$ cat src/core/irq_ctrl_regs.vh
// register offsets, field positions, reset values and vector addresses
`ifndef IRQ_CTRL_REGS_VH
`define IRQ_CTRL_REGS_VH

// byte offsets on the register bus
`define OFS_EDGE_CONFIG   8'h00
`define OFS_CTRL_PRIMARY  8'h04
`define OFS_CTRL_SECOND   8'h08
`define OFS_STATUS        8'h0c

// reset values
`define RST_EDGE_CONFIG   8'h00
`define RST_CTRL_PRIMARY  8'h00
`define RST_CTRL_SECOND   8'h00
`define RST_EDGE_SEL      2'b00

// primary register fields
`define BIT_GLOBAL_EN     0
`define BIT_EXT_EN        1
`define BIT_TOUCH_EN      2
`define BIT_TIMER_EN      3
`define BIT_EXT_FLAG      4
`define BIT_TOUCH_FLAG    5
`define BIT_TIMER_FLAG    6

// edge select encodings
`define EDGE_OFF          2'b00
`define EDGE_RISE         2'b01
`define EDGE_FALL         2'b10
`define EDGE_BOTH         2'b11

// per-source vectors, priority order ext,touch,timer,serial,tick,nvm,adc
`define VEC_EXT           12'h004
`define VEC_TOUCH         12'h008
`define VEC_TIMER         12'h00c
`define VEC_SERIAL        12'h010
`define VEC_TICK          12'h014
`define VEC_NVM           12'h018
`define VEC_ADC           12'h01c

// AXI responses
`define RESP_OKAY         2'b00
`define RESP_SLVERR       2'b10

`endif

$ cat src/core/vectored_irq_controller.v
// vectored interrupt controller with AXI4-Lite register access
// ---------------------------------------------------------------
// Notes on behaviour
// - internal flags always set on events, the external one only while enabled; vectoring needs the source enable.
// - global enable low blocks every interrupt.
// - taken interrupt pushes next pc and loads the vector.
// - return_from_irq pops saved address into the program counter.
// - every source owns a distinct vector.
// - servicing clears global enable, stopping nesting.
// - requests during blocking still set and hold flags.
// - full stack blocks acknowledge until the pointer drops.
// - simultaneous requests follow fixed priority.
// - a newly set flag wakes sleep or idle; old flags do not.
// - edge select: 00 off, 01 rising, 10 falling, 11 both.
// - external flag sets on the selected pin transition.
// - pin is interrupt input only while its enable is set.
// - servicing external clears its flag and the global enable.
// - primary: global, ext, touch, timer enables, then three flags.
// - secondary: four enables low nibble, four flags high nibble.
// - pin pull-high selection stays valid in interrupt use.
// - servicing an internal source clears its flag too.
// - wake on any flag rising edge regardless of enables.
// ---------------------------------------------------------------
//
// The register addresses and the AXI4-Lite slave port were chosen for this implementation.
`timescale 1ns/10ps
`include "irq_ctrl_regs.vh"

module vectored_irq_controller
(
	input  wire        clock,
	input  wire        reset,
	// AXI4-Lite slave
	input  wire [7:0]  s_axi_awaddr,
	input  wire        s_axi_awvalid,
	output wire        s_axi_awready,
	input  wire [31:0] s_axi_wdata,
	input  wire [3:0]  s_axi_wstrb,
	input  wire        s_axi_wvalid,
	output wire        s_axi_wready,
	output reg  [1:0]  s_axi_bresp,
	output reg         s_axi_bvalid,
	input  wire        s_axi_bready,
	input  wire [7:0]  s_axi_araddr,
	input  wire        s_axi_arvalid,
	output wire        s_axi_arready,
	output reg  [31:0] s_axi_rdata,
	output reg  [1:0]  s_axi_rresp,
	output reg         s_axi_rvalid,
	input  wire        s_axi_rready,
	// external pin and pull-high
	input  wire        extPin,
	input  wire        extPullHighSel,
	output wire        extPullHighEn,
	// internal source events, one-cycle pulses on this clock
	input  wire        touchEvent,
	input  wire        timerEvent,
	input  wire        serialEvent,
	input  wire        tickEvent,
	input  wire        nvmEvent,
	input  wire        adcEvent,
	// core interface
	input  wire        instrBoundary,
	input  wire [11:0] nextPc,
	input  wire        stackFull,
	input  wire        return_from_irq,
	input  wire [11:0] stackTop,
	output reg         pcLoad,
	output reg  [11:0] pcLoadValue,
	output reg         stackPush,
	output reg  [11:0] stackPushValue,
	output reg         stackPop,
	output reg         wakeRequest
);

	// ---------------------------------------------------------------
	// state
	// ---------------------------------------------------------------
	reg  [1:0]  edgeSel_q;
	reg         globalEn_q;
	reg  [6:0]  srcEn_q;     // ext,touch,timer,serial,tick,nvm,adc
	reg  [6:0]  srcFlag_q;
	reg  [6:0]  srcFlagPrev_q;
	reg         pinSync1_q;
	reg         pinSync2_q;
	reg         pinLast_q;
	reg         awHeld_q;
	reg         wHeld_q;
	reg  [7:0]  awAddr_q;
	reg  [31:0] wData_q;
	reg  [3:0]  wStrb_q;

	wire [6:0]  hwEvent;
	wire        pinRise;
	wire        pinFall;
	wire        extEdgeHit;
	wire [6:0]  ready;
	wire        take;
	wire [2:0]  winner;
	wire        doWrite;
	wire [7:0]  primaryRd;
	wire [7:0]  secondRd;
	reg  [6:0]  flagSet;
	reg  [6:0]  flagClr;

	// fixed priority needs no state, so a late arrival of a higher
	// source still wins at the very next boundary
	// lowest index wins, index 0 is the external pin
	function [2:0] pickFirst;
		input [6:0] req;
		integer i;
		begin
			pickFirst = 3'd7;
			for (i = 6; i >= 0; i = i - 1)
				if (req[i])
					pickFirst = i[2:0];
		end
	endfunction

	// the index 7 meaning none never reaches this table, because a
	// take is only made while at least one source is ready
	// vector table, one distinct address per source
	function [11:0] vectorOf;
		input [2:0] idx;
		begin
			case (idx)
				3'd0:    vectorOf = `VEC_EXT;
				3'd1:    vectorOf = `VEC_TOUCH;
				3'd2:    vectorOf = `VEC_TIMER;
				3'd3:    vectorOf = `VEC_SERIAL;
				3'd4:    vectorOf = `VEC_TICK;
				3'd5:    vectorOf = `VEC_NVM;
				default: vectorOf = `VEC_ADC;
			endcase
		end
	endfunction

	// ---------------------------------------------------------------
	// external pin
	// ---------------------------------------------------------------

	// the pin is asynchronous, so only the second stage feeds logic
	// the history stage resets low with the synchroniser, so a pin held
	// high through reset shows one rising edge once reset ends
	// limitation: pulses shorter than one clock may be missed
	// two-stage synchroniser, then a history stage for edge detect
	always @(posedge clock or posedge reset)
	begin
		if (reset)
		begin
			pinSync1_q <= 1'b0;
			pinSync2_q <= 1'b0;
			pinLast_q  <= 1'b0;
		end
		else
		begin
			pinSync1_q <= extPin;
			pinSync2_q <= pinSync1_q;
			pinLast_q  <= pinSync2_q;
		end
	end

	assign pinRise = pinSync2_q & ~pinLast_q;
	assign pinFall = ~pinSync2_q & pinLast_q;
	// pin only acts as an interrupt input while its enable is set
	assign extEdgeHit = srcEn_q[0] &
		((edgeSel_q == `EDGE_RISE && pinRise) ||
		 (edgeSel_q == `EDGE_FALL && pinFall) ||
		 (edgeSel_q == `EDGE_BOTH && (pinRise || pinFall)));
	// pull-high stays in force in interrupt use
	assign extPullHighEn = extPullHighSel;

	assign hwEvent = {adcEvent, nvmEvent, tickEvent, serialEvent,
		timerEvent, touchEvent, extEdgeHit};

	// ---------------------------------------------------------------
	// arbitration
	// ---------------------------------------------------------------
	// a take needs the global enable, a ready source, room on the
	// stack and an instruction boundary, all sampled on one edge;
	// the core then sees push and load one cycle later
	// only enabled pending flags compete, so a disabled source can
	// never steal the vector of an enabled one
	// limitation: the core must hold nextPc steady at the boundary,
	// since it is captured on the take edge without a second look
	assign ready  = srcFlag_q & srcEn_q;
	assign take   = globalEn_q & (|ready) & ~stackFull & instrBoundary;
	assign winner = pickFirst(ready);

	// ---------------------------------------------------------------
	// AXI4-Lite slave
	// ---------------------------------------------------------------
	// both readies fall while a response waits, so a master cannot
	// queue a second write behind an unacknowledged one
	// limitation: one outstanding write and one outstanding read
	// wstrb lane 0 alone gates the write; upper lanes carry nothing
	// address and data are captured independently, either order
	assign s_axi_awready = ~awHeld_q & ~s_axi_bvalid;
	assign s_axi_wready  = ~wHeld_q & ~s_axi_bvalid;
	assign doWrite       = awHeld_q & wHeld_q & ~s_axi_bvalid;
	assign s_axi_arready = ~s_axi_rvalid;

	assign primaryRd = {1'b0, srcFlag_q[2:0], srcEn_q[2:0], globalEn_q};
	assign secondRd  = {srcFlag_q[6:3], srcEn_q[6:3]};

	always @(posedge clock or posedge reset)
	begin
		if (reset)
		begin
			awHeld_q     <= 1'b0;
			wHeld_q      <= 1'b0;
			awAddr_q     <= 8'h00;
			wData_q      <= 32'h00000000;
			wStrb_q      <= 4'h0;
			s_axi_bvalid <= 1'b0;
			s_axi_bresp  <= `RESP_OKAY;
			s_axi_rvalid <= 1'b0;
			s_axi_rresp  <= `RESP_OKAY;
			s_axi_rdata  <= 32'h00000000;
		end
		else
		begin
			if (s_axi_awvalid && s_axi_awready)
			begin
				awHeld_q <= 1'b1;
				awAddr_q <= s_axi_awaddr;
			end
			if (s_axi_wvalid && s_axi_wready)
			begin
				wHeld_q <= 1'b1;
				wData_q <= s_axi_wdata;
				wStrb_q <= s_axi_wstrb;
			end
			if (doWrite)
			begin
				awHeld_q     <= 1'b0;
				wHeld_q      <= 1'b0;
				s_axi_bvalid <= 1'b1;
				case (awAddr_q)
					`OFS_EDGE_CONFIG, `OFS_CTRL_PRIMARY,
					`OFS_CTRL_SECOND, `OFS_STATUS:
						s_axi_bresp <= `RESP_OKAY;
					default:
						s_axi_bresp <= `RESP_SLVERR;
				endcase
			end
			else if (s_axi_bvalid && s_axi_bready)
				s_axi_bvalid <= 1'b0;
			// read: one cycle after the address is taken
			if (s_axi_arvalid && s_axi_arready)
			begin
				s_axi_rvalid <= 1'b1;
				s_axi_rresp  <= `RESP_OKAY;
				case (s_axi_araddr)
					`OFS_EDGE_CONFIG:
						s_axi_rdata <= {30'h0, edgeSel_q};
					`OFS_CTRL_PRIMARY:
						s_axi_rdata <= {24'h000000, primaryRd};
					`OFS_CTRL_SECOND:
						s_axi_rdata <= {24'h000000, secondRd};
					`OFS_STATUS:
						s_axi_rdata <= {29'h0, winner};
					default:
					begin
						s_axi_rdata <= 32'h00000000;
						s_axi_rresp <= `RESP_SLVERR;
					end
				endcase
			end
			else if (s_axi_rvalid && s_axi_rready)
				s_axi_rvalid <= 1'b0;
		end
	end

	// ---------------------------------------------------------------
	// flags and enables
	// ---------------------------------------------------------------

	// software writes pend or withdraw flags as hardware does; an
	// event in the cycle of a write of zero still sets the flag,
	// since losing a real event is worse than a late clear
	// per-flag set/clear terms; hardware events beat every clear
	always @*
	begin
		flagSet = hwEvent;
		flagClr = 7'h00;
		if (take)
			flagClr[winner] = 1'b1;
		if (doWrite && wStrb_q[0] && awAddr_q == `OFS_CTRL_PRIMARY)
		begin
			flagSet[2:0] = flagSet[2:0] | wData_q[6:4];
			flagClr[2:0] = flagClr[2:0] | ~wData_q[6:4];
		end
		if (doWrite && wStrb_q[0] && awAddr_q == `OFS_CTRL_SECOND)
		begin
			flagSet[6:3] = flagSet[6:3] | wData_q[7:4];
			flagClr[6:3] = flagClr[6:3] | ~wData_q[7:4];
		end
	end

	always @(posedge clock or posedge reset)
	begin
		if (reset)
		begin
			edgeSel_q     <= `RST_EDGE_SEL;
			globalEn_q    <= 1'b0;
			srcEn_q       <= 7'h00;
			srcFlag_q     <= 7'h00;
			srcFlagPrev_q <= 7'h00;
		end
		else
		begin
			srcFlag_q     <= flagSet | (srcFlag_q & ~flagClr);
			srcFlagPrev_q <= srcFlag_q;
			if (doWrite && wStrb_q[0])
			begin
				case (awAddr_q)
					`OFS_EDGE_CONFIG:
						edgeSel_q <= wData_q[1:0];
					`OFS_CTRL_PRIMARY:
						srcEn_q[2:0] <= wData_q[3:1];
					`OFS_CTRL_SECOND:
						srcEn_q[6:3] <= wData_q[3:0];
					default:
						edgeSel_q <= edgeSel_q;
				endcase
			end
			// a handler thus always starts with further takes blocked
			// servicing clears global enable; software write loses
			if (take)
				globalEn_q <= 1'b0;
			else if (doWrite && wStrb_q[0] &&
				awAddr_q == `OFS_CTRL_PRIMARY)
				globalEn_q <= wData_q[`BIT_GLOBAL_EN];
		end
	end

	// ---------------------------------------------------------------
	// core side: vectoring, return and wake-up pulses
	// ---------------------------------------------------------------
	// pcLoad, stackPush, stackPop and wakeRequest are registered one-cycle
	// pulses, so the core acts on them at the next edge without decoding any state
	// a take in the cycle of a return wins and the pop is dropped;
	// the core must not retire the return in that cycle
	always @(posedge clock or posedge reset)
	begin
		if (reset)
		begin
			pcLoad         <= 1'b0;
			pcLoadValue    <= 12'h000;
			stackPush      <= 1'b0;
			stackPushValue <= 12'h000;
			stackPop       <= 1'b0;
			wakeRequest    <= 1'b0;
		end
		else
		begin
			stackPush <= take;
			stackPop  <= return_from_irq & ~take;
			pcLoad    <= take | return_from_irq;
			if (take)
			begin
				stackPushValue <= nextPc;
				pcLoadValue    <= vectorOf(winner);
			end
			else if (return_from_irq)
				pcLoadValue <= stackTop;
			// only a rising flag wakes; enables are ignored
			wakeRequest <= |(srcFlag_q & ~srcFlagPrev_q);
		end
	end

endmodule

$ cat config.mk
export PLATFORM = sky130hd
export DESIGN_NAME = vectored_irq_controller
export DESIGN_NICKNAME = d
export VERILOG_FILES = /design/src/core/vectored_irq_controller.v
export VERILOG_INCLUDE_DIRS = /design/src /design/src/core
export SDC_FILE = /design/constraint.sdc
export NUM_CORES = 1
export LEC_CHECK = 0
export ABC_CLOCK_PERIOD_IN_PS = 2600
export BUFFER_PORTS_ARGS = -buffer_cell sky130_fd_sc_hd__clkbuf_2
export CORE_ASPECT_RATIO = 0.75
export CORE_MARGIN = 2
export CORE_UTILIZATION = 40
export DETAILED_ROUTE_END_ITERATION = 7
export GPL_TIMING_DRIVEN = 0
export PLACE_DENSITY = 0.71
export SETUP_SLACK_MARGIN = 0.05
export SLEW_MARGIN = 20
export SYNTH_ARGS = -nofsm -noshare
export SYNTH_HDL_FRONTEND = slang
export SYNTH_SLANG_ARGS = --single-unit
$ cat constraint.sdc
create_clock -name clock -period 2.6 [get_ports clock]
set_input_delay 0.26 -clock clock [delete_from_list [all_inputs] [get_ports clock]]
set_output_delay 0.26 -clock clock [all_outputs]
set_load 0.05 [all_outputs]
==> results of run 1 <==
cell usage after synthesis (2+ instances only):
cell type	instances	area share (%)
o31ai_1	7	1.4
mux2i_1	10	2.6
nor3b_1	2	0.39
nand3_1	6	0.77
a22oi_1	7	1.4
and2_1	3	0.48
a31oi_1	3	0.48
dfrtp_1	86	55
nand2_1	60	5.8
buf_4	28	5.4
a22o_1	3	0.68
mux2_2	31	9.0
o21a_1	2	0.39
nor4_1	2	0.32
nand3b_1	2	0.39
a21o_1	2	0.39
a21oi_1	14	1.8
nor2_1	15	1.4
clkbuf_1	7	0.68
o211ai_1	5	0.97
buf_2	3	0.39
o21ai_0	10	1.3
ha_1	2	0.64
inv_1	13	1.3
nor2b_1	6	0.97
o22ai_1	3	0.48
flip-flops by register name, summed over array words and instances (netlist names), 2 cells and up:
name            count
srcFlag_q           7
s_axi_rdata         8
awAddr_q            8
srcFlagPrev_q       7
wData_q             8
pcLoadValue        12
stackPushValue     12
srcEn_q             7
edgeSel_q           2
metal layers:
metal / GRT usage [%] / vias up
met4: 5.476 / 0
met5: 0 / -
met1: 23.08 / 1400
met3: 5.740 / 6
met2: 27.06 / 112
li1: - / 1450
cell usage in the layout, fill, tap and decap left out, types with 2 or more instances in the layout:
cell type,netlist,layout
a21o_1,2,2
a21oi_1,14,14
a22o_1,3,3
a22oi_1,7,7
a31oi_1,3,3
and2_1,3,3
buf_2,3,3
buf_4,28,28
bufinv_16,0,2
clkbuf_1,7,7
clkbuf_16,0,9
clkbuf_2,0,108
conb_1,1,26
dfrtp_1,86,86
ha_1,2,2
inv_1,13,12
mux2_2,31,31
mux2i_1,10,10
nand2_1,60,60
nand3_1,6,6
nand3b_1,2,2
nor2_1,15,15
nor2b_1,6,6
nor3b_1,2,2
nor4_1,2,2
o211ai_1,5,5
o21a_1,2,2
o21ai_0,10,10
o22ai_1,3,3
o31ai_1,7,7
logic make-up (layout without fill, tap and decap cells):
| logic type | Yosys count | in the layout | share of synthesized area (%) |
|---|---|---|---|
| mux | 42 | 42 | 12.14 |
| buf+inv | 52 | 177 | 8.019 |
| compound gates | 63 | 63 | 10.89 |
| flops | 86 | 86 | 55.39 |
| simple gates | 107 | 107 | 12.82 |
| fa+ha+maj | 2 | 2 | 0.6440 |
| other cells | 1 | 26 | 0.09653 |
worst reg2reg max path: stages (launching register included):
cell	delay, ns
dfrtp_1	0.48
a22oi_1	0.46
a41oi_1	0.21
buf_2	0.24
a21oi_1	0.16
a31oi_1	0.06
a21o_1	0.18
through the flow:
step                worst slack, ns  instance area [um2]  util (%)
finish                       0.7021                 5046     52.88
global route                 0.6135                 5046     52.88
CTS                          0.7146                 5046     52.88
detailed placement           0.7218                 4715     49.41
global placement            -0.8198                 4684     49.10
floorplan                    0.1182                 3979         -
cell type report:
class,count,share of cell area [%]
Sequential cell,86,42.65
Clock inverter,5,1.636
Buffer,39,5.207
Tap cell,132,3.273
Clock buffer,10,4.736
Multi-Input combinational cell,240,30.03
Inverter,13,1.017
Timing Repair Buffer,110,11.46
path summary, 6_finish.rpt:
kind | from | end | slack, ns | depth (start not counted)
max | srcFlag_q[1] | pcLoadValue[2] | 0.70 | 6
min | extPin | pinSync1_q | 0.02 | 1
max reg2reg | srcFlag_q[1] | pcLoadValue[2] | 0.70 | 6
min reg2reg | pinSync1_q | pinSync2_q | 0.35 | 0
max in group asynchronous | reset | pcLoadValue[8] | 1.54 | 4
min in group asynchronous | reset | stackPushValue[11] | 0.45 | 3
power groups by stage:
stage	clock network, uW	registers (uW)	logic (uW)
after floorplan	0	2370	788
after global placement	0	1920	1590
after detailed placement	0	1940	1630
after CTS	1410	1920	1630
after global routing	1460	1970	1740
final	1390	1920	1610
timing repair:
item,CTS,global route
hold buffers,1,0
endpoints found under the hold margin,29,0
gates resized for setup,0,0
==> metrics.md, run 1 <==
| Metric | Value |
|---|---|
| Worst endpoint data arrival time | between 2 and 2.5 ns |
| Largest net degree at the start of global routing | 58 |
| Die Ht | 89.35 um |
| Ys Warns | 0 |
| Multi-input gate area | between 1500 and 2000 um2 |
| Total track usage | between 15 and 20% |
| Die area | around 11000 um2 |
| Pre-antenna DRT Iters | 4 |
| Slew margin rel. | between 50% and 60% |
| Initial core utilization | between 40% and 50% |
| Vias per cell | 4.674 |
| Post-layout nets | 595 |
| Root buf cell | clkbuf_16 |
| Kind of critical path | flop to flop |
| TritonCTS Sinks | 86 |
| Final worst-path cycle share | 73.00% |
| Worst skew pair latency | 0.34 ns |
| Setup crit start kind | flop |
| Met2 WL post-DR | 3963 um |
| Max cap viols | 0 |
| Worst-path clk slew | 0.06 ns |
| Worst vdd ir | 0.5875 mV |
| Bufs on Longest Clock Path | 2 |
| Post-synthesis register bit count | 86 |
| Detailed Place HPWL | between 6000 and 7000 um |
| Critical Path End Type | flop |
| # diodes | 0 |
| Cell variety after synth | 47 |
| Worst Hold Margin | 0.02311 ns |
| Synth Cell Area | 3885 um2 |
| Fin. max-slew vios | 0 |
| Syn_area_per_cell | about 11 um2 |
| Dpl cells | 619 |
| Fillcell total | 889 |
| Int Pwr | 3076 uW |
| Post-synth EDFFs | 0 |
| Clock skew | 0.006278 ns |
| Setup tns final | 0 ns |
| Met3 Wirelength | ~630 um |
| Worst-margin pin slew | 0.6499 ns |
| DR WL/cell | 13.83 um |
| CTS H-tree lvls | 3 |
| Die Width | 117.8 um |
| Met1 Wirelength | 4126 um |
| Ys async rst share | 100.0% |
| Reg area | between 2000 and 2500 um2 |
| Final std cells w/o fill | around 640 |
| Congestion Overflow GR | 0 |
| Sw Ratio | 37.52% |
| Pleak | approximately 0.0026 uW |
| Port buffer count | between 100 and 150 |
| Initial antenna violation count | 0 |
| Fmax | around 530 MHz |
| Worst hold path type | primary input to flop |
| Count of final setup violators | 0 |
| CP Buf/Inv Count | 1 |
| Main synth FF type | dfrtp_1 |
| Slowest CP cell | dfrtp_1 |
| Routed wire length | 8785 um |
| Critical Path Fanout Max | 10 |
| Max incr delay on CP | 0.48 ns |
| Power per cell area | slightly below 1000 nW/um2 |
| Sw power | 1847 uW |
| Num CTS Buffers | 9 |
| Unrepaired setup endpoints after global routing | no |
| P&R area growth vs syn | 29.89% |
| Max layer used | met4 |
| Clk network pwr share | between 20% and 30% |
| FP Rows | 31 |
| Drt drc | 0 |
| Fin crit period | 1.898 ns |
| Vias in the first global route | 2887 |
| Status | complete, no violations |
| First-pass GRT wire length | 14190 um |
| Critical path required time | 2.83 ns |
| Critical path, cell by cell | a22oi_1 > a41oi_1 > buf_2 > a21oi_1 > a31oi_1 > a21o_1 |
| Iter 0 DRT Violations | 138 |
| Flop pwr share | 39.0% |
| Ports | 164 |
| CP top delay family | compound AO/OA/AOI/OAI gates |
| Routed Antenna Nets | 0 |
| CTS tree | yes |
| Final Hold Fails | 0 |
| Power Total | 4923 uW |
| Cell count after synthesis | 353 |
| Combinational power share | between 30% and 40% |
| Register area share after synthesis | 55.39% |
| Vias | 2968 |
| Setup bufs post-CTS | 0 |
| Fraction of layout cells with a size suffix above 1 | 38.97% |
| RePlAce Congestion | 0.9108 |
| Core area | 9542 um2 |
No activity file was read; power rests on OpenSTA's default activity.
==> inputs of run 2 (changes only) <==
- ABC_CLOCK_PERIOD_IN_PS: 2600 -> 1700
- clock period: 2.6 -> 1.7 ns (I/O delays scaled with it)
==> run 2 against run 1 <==
Compared with the run above: the run now ends with setup timing left; combinational power rose by 65%; count of clock-buffer cells in the layout is the same; clock skew is 0.0029 ns higher; cell count up 2.2%; sequential share of layout area fell by 1.9 points; power up 55%; clock power increased by 45%; critical path depth unchanged.
==> metrics.md, run 2 (synthesis results as in run 1) <==
| Metric | Value |
|---|---|
| Pleak | 0.002684 uW (was 0.002610 uW) |
| Top Registers | pcLoadValue (12), stackPushValue (12) (unchanged) |
| Drt drc | 0 (unchanged) |
| Count of final setup violators | 18 (was 0) |
| P&R area growth vs syn | 36.26% (was 29.89%) |
| Fin util | 55.48% (was 52.88%) |
| Worst-path clk slew | 0.07 ns (was 0.06 ns) |
| Num CTS Buffers | 9 (unchanged) |
| Fin crit period | 1.797 ns (was 1.898 ns) |
| Core area | 9542 um2 (unchanged) |
| Fraction of layout cells with a size suffix above 1 | 44.29% (was 38.97%) |
| Congestion Overflow GR | 0 (unchanged) |
| Combinational power share | 34.7% (was 32.8%) |
| Int Pwr | 4698 uW (was 3076 uW) |
| Iter 0 DRT Violations | 157 (was 138) |
| Post-layout nets | 608 (was 595) |
| Routed Antenna Nets | 0 (unchanged) |
| Worst vdd ir | 1.153 mV (was 0.5875 mV) |
| Most frequent cells in the layout | clkbuf_2 (109), dfrtp_1 (81), nand2_1 (59) (was clkbuf_2 (108), dfrtp_1 (86), nand2_1 (60)) |
| CTS tree | yes (unchanged) |
| Fillcell total | 856 (was 889) |
| Status | finished, violations left (was complete, no violations) |
| Final setup margin | -0.09707 ns (was 0.7021 ns) |
| Unrepaired setup endpoints after global routing | yes (was no) |
| Sw Ratio | 38.46% (was 37.52%) |
| Setup crit start kind | flop (unchanged) |
| Max cap viols | 0 (unchanged) |
| Pre-antenna DRT Iters | 5 (was 4) |
| Worst hold path type | primary input to flop (unchanged) |
| Worst skew pair latency | 0.35 ns (was 0.34 ns) |
| Total track usage | 17.47% (was 17.29%) |
| Final Hold Fails | 0 (unchanged) |
| First-pass GRT wire length | 14410 um (was 14190 um) |
| Final worst-path cycle share | 105.7% (was 73.00%) |
| Most common cell after layout, fill and taps aside | clkbuf_2 (unchanged) |
| Critical Path Fanout Max | 6 (was 10) |
| Vias in the first global route | 2963 (was 2887) |
| Vias per cell | 4.730 (was 4.674) |
| Root buf cell | clkbuf_16 (unchanged) |
| Reg area | 2158 um2 (was 2152 um2) |
| Pre-CTS WS | -0.2521 ns (was 0.7218 ns) |
| Worst endpoint data arrival time | 2.03 ns (was 2.13 ns) |
| Largest net degree at the start of global routing | 35 (was 58) |
| Slew margin rel. | 56.79% (was 56.68%) |
| Violated checks | setup timing |
| Vias | 3070 (was 2968) |
| # diodes | 0 (unchanged) |
| Clock skew | 0.009192 ns (was 0.006278 ns) |
| Multi-input gate area | 1625 um2 (was 1515 um2) |
| Initial core utilization | 40.72% (unchanged) |
| RePlAce Congestion | 0.8930 (was 0.9108) |
| Kind of critical path | flop to flop (unchanged) |
| Worst-margin pin slew | 0.6481 ns (was 0.6499 ns) |
| Detailed Place HPWL | 6589 um (was 6708 um) |
| Bufs on Longest Clock Path | 2 (unchanged) |
| Clk network pwr share | 26.3% (was 28.2%) |
| Sw power | 2936 uW (was 1847 uW) |
| DR WL/cell | 13.89 um (was 13.83 um) |
| TritonCTS Sinks | 86 (unchanged) |
| FP Rows | 31 (unchanged) |
| Power per cell area | 1442 nW/um2 (was 975.6 nW/um2) |
| Critical path required time | 1.93 ns (was 2.83 ns) |
| Die Ht | 89.35 um (unchanged) |
| Die Width | 117.8 um (unchanged) |
| Fmax | 556.5 MHz (was 526.9 MHz) |
| Flop pwr share | 39.1% (was 39.0%) |
| Fin. max-slew vios | 0 (unchanged) |
| Initial antenna violation count | 0 (unchanged) |
| Die area | 10530 um2 (unchanged) |
| CTS H-tree lvls | 3 (unchanged) |
| Routed wire length | 9014 um (was 8785 um) |
| Ports | 164 (unchanged) |
| Port buffer count | 108 (unchanged) |
| Critical Path End Type | flop (unchanged) |
run 2: cell count changes in the layout (fill, tap and decap cells not counted), sizes merged:
cell         before  now
buf              33   44
clkinv            2    4
clkinvlp          0    1
inv              14   13
bufinv            2    1
dlygate4sd3       1    3
run 2: final timing paths:
check,startpoint,to,slack (ns),depth (start not counted)
max,awAddr_q[4],srcFlag_q[5],-0.1,6
min,timerEvent,srcFlag_q[2],0.01,3
max reg2reg,awAddr_q[4],srcFlag_q[5],-0.1,6
min reg2reg,pinSync1_q,pinSync2_q,0.35,0
max in group asynchronous,reset,srcEn_q[1],0.51,5
min in group asynchronous,reset,s_axi_rdata[0],0.42,3
run 2: repair_timing:
item,in CTS,in global routing
gates cloned,0,1
resized for setup,9,27
pin swaps,5,13
setup buffers,5,4
hold buffers,3,0
setup endpoints to repair,53,45
hold endpoints to repair,25,0
run 2: power by group through the flow:
stage | combinational (uW) | sequential (uW) | clock (uW)
2_1_floorplan | 1230 | 3650 | 0
3_3_place_gp | 2460 | 2950 | 0
3_5_place_dp | 2510 | 2980 | 0
4_1_cts | 2560 | 2950 | 2050
5_1_grt | 2840 | 3060 | 2160
6_report | 2650 | 2980 | 2010
run 2: metal layers:
metal / share of wire [%] / track usage, %
met2: 47 / 27.33
met1: 44 / 22.97
met5: 0 / 0
met4: 1.7 / 7.010
met3: 7.4 / 5.485
run 2: per-stage QoR:
step                cell area, um2    TNS, ns  cells  hold WS (ns)  power, uW
detailed placement            4755     -4.180    620        0.2374       5489
global route                  5294     -2.501    649       0.02877       8057
floorplan                     4009  -0.006507    378        0.2014       4878
CTS                           5160     -1.649    644      0.008242       7570
finish                        5294    -0.9122    649       0.01458       7634
global placement              4715     -6.248    618        0.2832       5406
run 2: critical path, cell delays in order, from the launching register on:
cell and delay (ns):
dfrtp_1 0.38, or4_4 0.55, nor3_4 0.19, buf_6 0.14
nand2_1 0.18, o211ai_1 0.16, nand2_1 0.08
run 2: final cells by class:
class,instances,area share (%)
inverter,13,0.9927
tap,132,3.120
clock inverter,6,1.324
timing repair buffer,123,13.09
multi-input combinational,240,30.70
sequential,86,40.77
buffer,39,5.483
clock buffer,10,4.514
==> inputs of run 3 (changes only) <==
- CORE_MARGIN: 2 -> default
==> run 3 against run 2 <==
Compared with the run above: the flow still finishes with violations (setup timing); critical path depth down 1; clock skew down 0.0027 ns; combinational power about the same; clock power down 4%; critical path type unchanged; highest routed layer unchanged.
==> metrics.md, run 3 (synthesis results as in run 1) <==
| Metric | Value |
|---|---|
| Status | finished, violations left (unchanged) |
| Violated checks | setup timing (unchanged) |
| Post-layout nets | 610 (was 608) |
| Worst-path clk slew | 0.06 ns (was 0.07 ns) |
| Final std cells w/o fill | 647 (was 649) |
| Ports | 164 (unchanged) |
| P&R area growth vs syn | 36.04% (was 36.26%) |
| Worst hold path type | primary input to flop (unchanged) |
| First-pass GRT wire length | 14310 um (was 14410 um) |
| Multi-input gate area | 1608 um2 (was 1625 um2) |
| Power Total | 7519 uW (was 7634 uW) |
| Num CTS Buffers | 9 (unchanged) |
| Initial core utilization | 42.07% (was 40.72%) |
| Grt met2 use | 30.47% (was 27.33%) |
| Fillcell total | 833 (was 856) |
| Reg area | 2156 um2 (was 2158 um2) |
| Slew margin rel. | 57.96% (was 56.79%) |
| Unrepaired setup endpoints after global routing | yes (unchanged) |
| Vias in the first global route | 2985 (was 2963) |
| Fraction of layout cells with a size suffix above 1 | 44.51% (was 44.29%) |
| FP Rows | 30 (was 31) |
| Iter 0 DRT Violations | 188 (was 157) |
| Fmax | 539.6 MHz (was 556.5 MHz) |
| Pre-antenna DRT Iters | 5 (unchanged) |
| Routed Antenna Nets | 0 (unchanged) |
| Detailed Place HPWL | 6670 um (was 6589 um) |
| Critical Path Fanout Max | 5 (was 6) |
| CTS tree | yes (unchanged) |
| Pleak | 0.002694 uW (was 0.002684 uW) |
| Worst Hold Margin | 0.01923 ns (was 0.01458 ns) |
| Die Width | 115.8 um (was 117.8 um) |
| Port buffer count | 108 (unchanged) |
| Vias per cell | 4.816 (was 4.730) |
| Worst skew pair latency | 0.33 ns (was 0.35 ns) |
| Setup crit start kind | flop (unchanged) |
| Top Registers | pcLoadValue (12), stackPushValue (12) (unchanged) |
| Dpl cells | 617 (was 620) |
| TritonCTS Sinks | 86 (unchanged) |
| Vias | 3116 (was 3070) |
| Critical Path End Type | flop (unchanged) |
| RePlAce Congestion | 0.9125 (was 0.8930) |
| Setup tns final | -1.430 ns (was -0.9122 ns) |
| Met1 Resource Use GR | 23.35% (was 22.97%) |
| # diodes | 0 (unchanged) |
| Grt met3 use | 6.402% (was 5.485%) |
| Fin crit period | 1.853 ns (was 1.797 ns) |
| Final setup margin | -0.1533 ns (was -0.09707 ns) |
| Power per cell area | 1423 nW/um2 (was 1442 nW/um2) |
| Fin. max-slew vios | 0 (unchanged) |
| Pre-CTS WS | -0.2058 ns (was -0.2521 ns) |
| Count of final setup violators | 18 (unchanged) |
| CTS H-tree lvls | 3 (unchanged) |
| Routed wire length | 8975 um (was 9014 um) |
| Most frequent cells in the layout | clkbuf_2 (109), dfrtp_1 (83), nand2_1 (54) (was clkbuf_2 (109), dfrtp_1 (81), nand2_1 (59)) |
| Largest net degree at the start of global routing | 27 (was 35) |
| Max cap viols | 0 (unchanged) |
| Core area | 9234 um2 (was 9542 um2) |
| Die area | 10110 um2 (was 10530 um2) |
| Worst vdd ir | 1.209 mV (was 1.153 mV) |
| Initial antenna violation count | 0 (unchanged) |
| Worst endpoint data arrival time | 2.07 ns (was 2.03 ns) |
| DR WL/cell | 13.87 um (was 13.89 um) |
| Most common cell after layout, fill and taps aside | clkbuf_2 (unchanged) |
| Most used routing layer | met2 (unchanged) |
| Congestion Overflow GR | 0 (unchanged) |
| Total track usage | 18.82% (was 17.47%) |
| Root buf cell | clkbuf_16 (unchanged) |
| Final Hold Fails | 0 (unchanged) |
| Die Ht | 87.35 um (was 89.35 um) |
| Drt drc | 0 (unchanged) |
| Bufs on Longest Clock Path | 2 (unchanged) |
| Final worst-path cycle share | 109.0% (was 105.7%) |
| Kind of critical path | flop to flop (unchanged) |
| Critical path required time | 1.92 ns (was 1.93 ns) |
| Clock skew | 0.006495 ns (was 0.009192 ns) |
| Worst-margin pin slew | 0.6306 ns (was 0.6481 ns) |
==> run 3: cell count changes in the layout (fill, tap and decap cells not counted), sizes merged <==
cell	change
buf	+2
clkbuf	+4
clkinv	-2
dlygate4sd3	-1
inv	-1
==> run 3: worst max-delay path, stage by stage, from the launching register on <==
cell     delay [ns]
dfrtp_1        0.37
or4_4          0.55
nor3_4         0.26
nand2_2        0.10
nor2_4         0.15
mux2_4         0.31
==> run 3: layout make-up <==
| class | count | share of cell area [%] |
|---|---|---|
| inverters | 13 | 0.9943 |
| clock buffers | 13 | 4.735 |
| clock inverters | 3 | 0.8286 |
| plain buffers | 39 | 5.398 |
| multi-input cells | 240 | 30.42 |
| flip-flops and latches | 86 | 40.79 |
| well taps | 128 | 3.030 |
| repair buffers | 125 | 13.80 |
==> run 3: repair_timing <==
item                                    4_1_cts  5_1_grt
cloned                                        1        0
pin swaps                                    14        4
setup buffers                                 9        2
hold buffers                                  2        0
gates resized for setup                      22        9
endpoints found under the setup margin       53       44
endpoints found under the hold margin        19        0
==> run 3: report_power, final <==
group | switching (uW) | internal [uW] | total (uW)
logic | 1700 | 924 | 2620
clock network | 743 | 1180 | 1920
registers | 421 | 2560 | 2980
total | 2860 | 4660 | 7520
==> run 3: final timing paths <==
kind	from	endpoint	slack (ns)	depth (start not counted)
max reg2reg	awAddr_q[4]	edgeSel_q[1]	-0.15	5
min	s_axi_rready	s_axi_rvalid	0.02	2
max	awAddr_q[4]	edgeSel_q[1]	-0.15	5
min reg2reg	pinSync1_q	pinSync2_q	0.35	0
max in group asynchronous	reset	stackPushValue[8]	0.64	5
min in group asynchronous	reset	pinLast_q	0.41	3
==> run 3: layer usage <==
metal  routed length [um]  part of all wire, %
met1                 3842                   43
met2                 4244                   47
met3                  727                  8.1
met4                  160                  1.8
met5                    0                    0
==> run 3: stage by stage <==
| step | instance area, um2 | utilization (%) |
|---|---|---|
| global placement | 4710 | 51.00 |
| detailed placement | 4785 | 51.82 |
| floorplan | 4009 | - |
| CTS | 5233 | 56.67 |
| global route | 5285 | 57.24 |
| finish | 5285 | 57.24 |
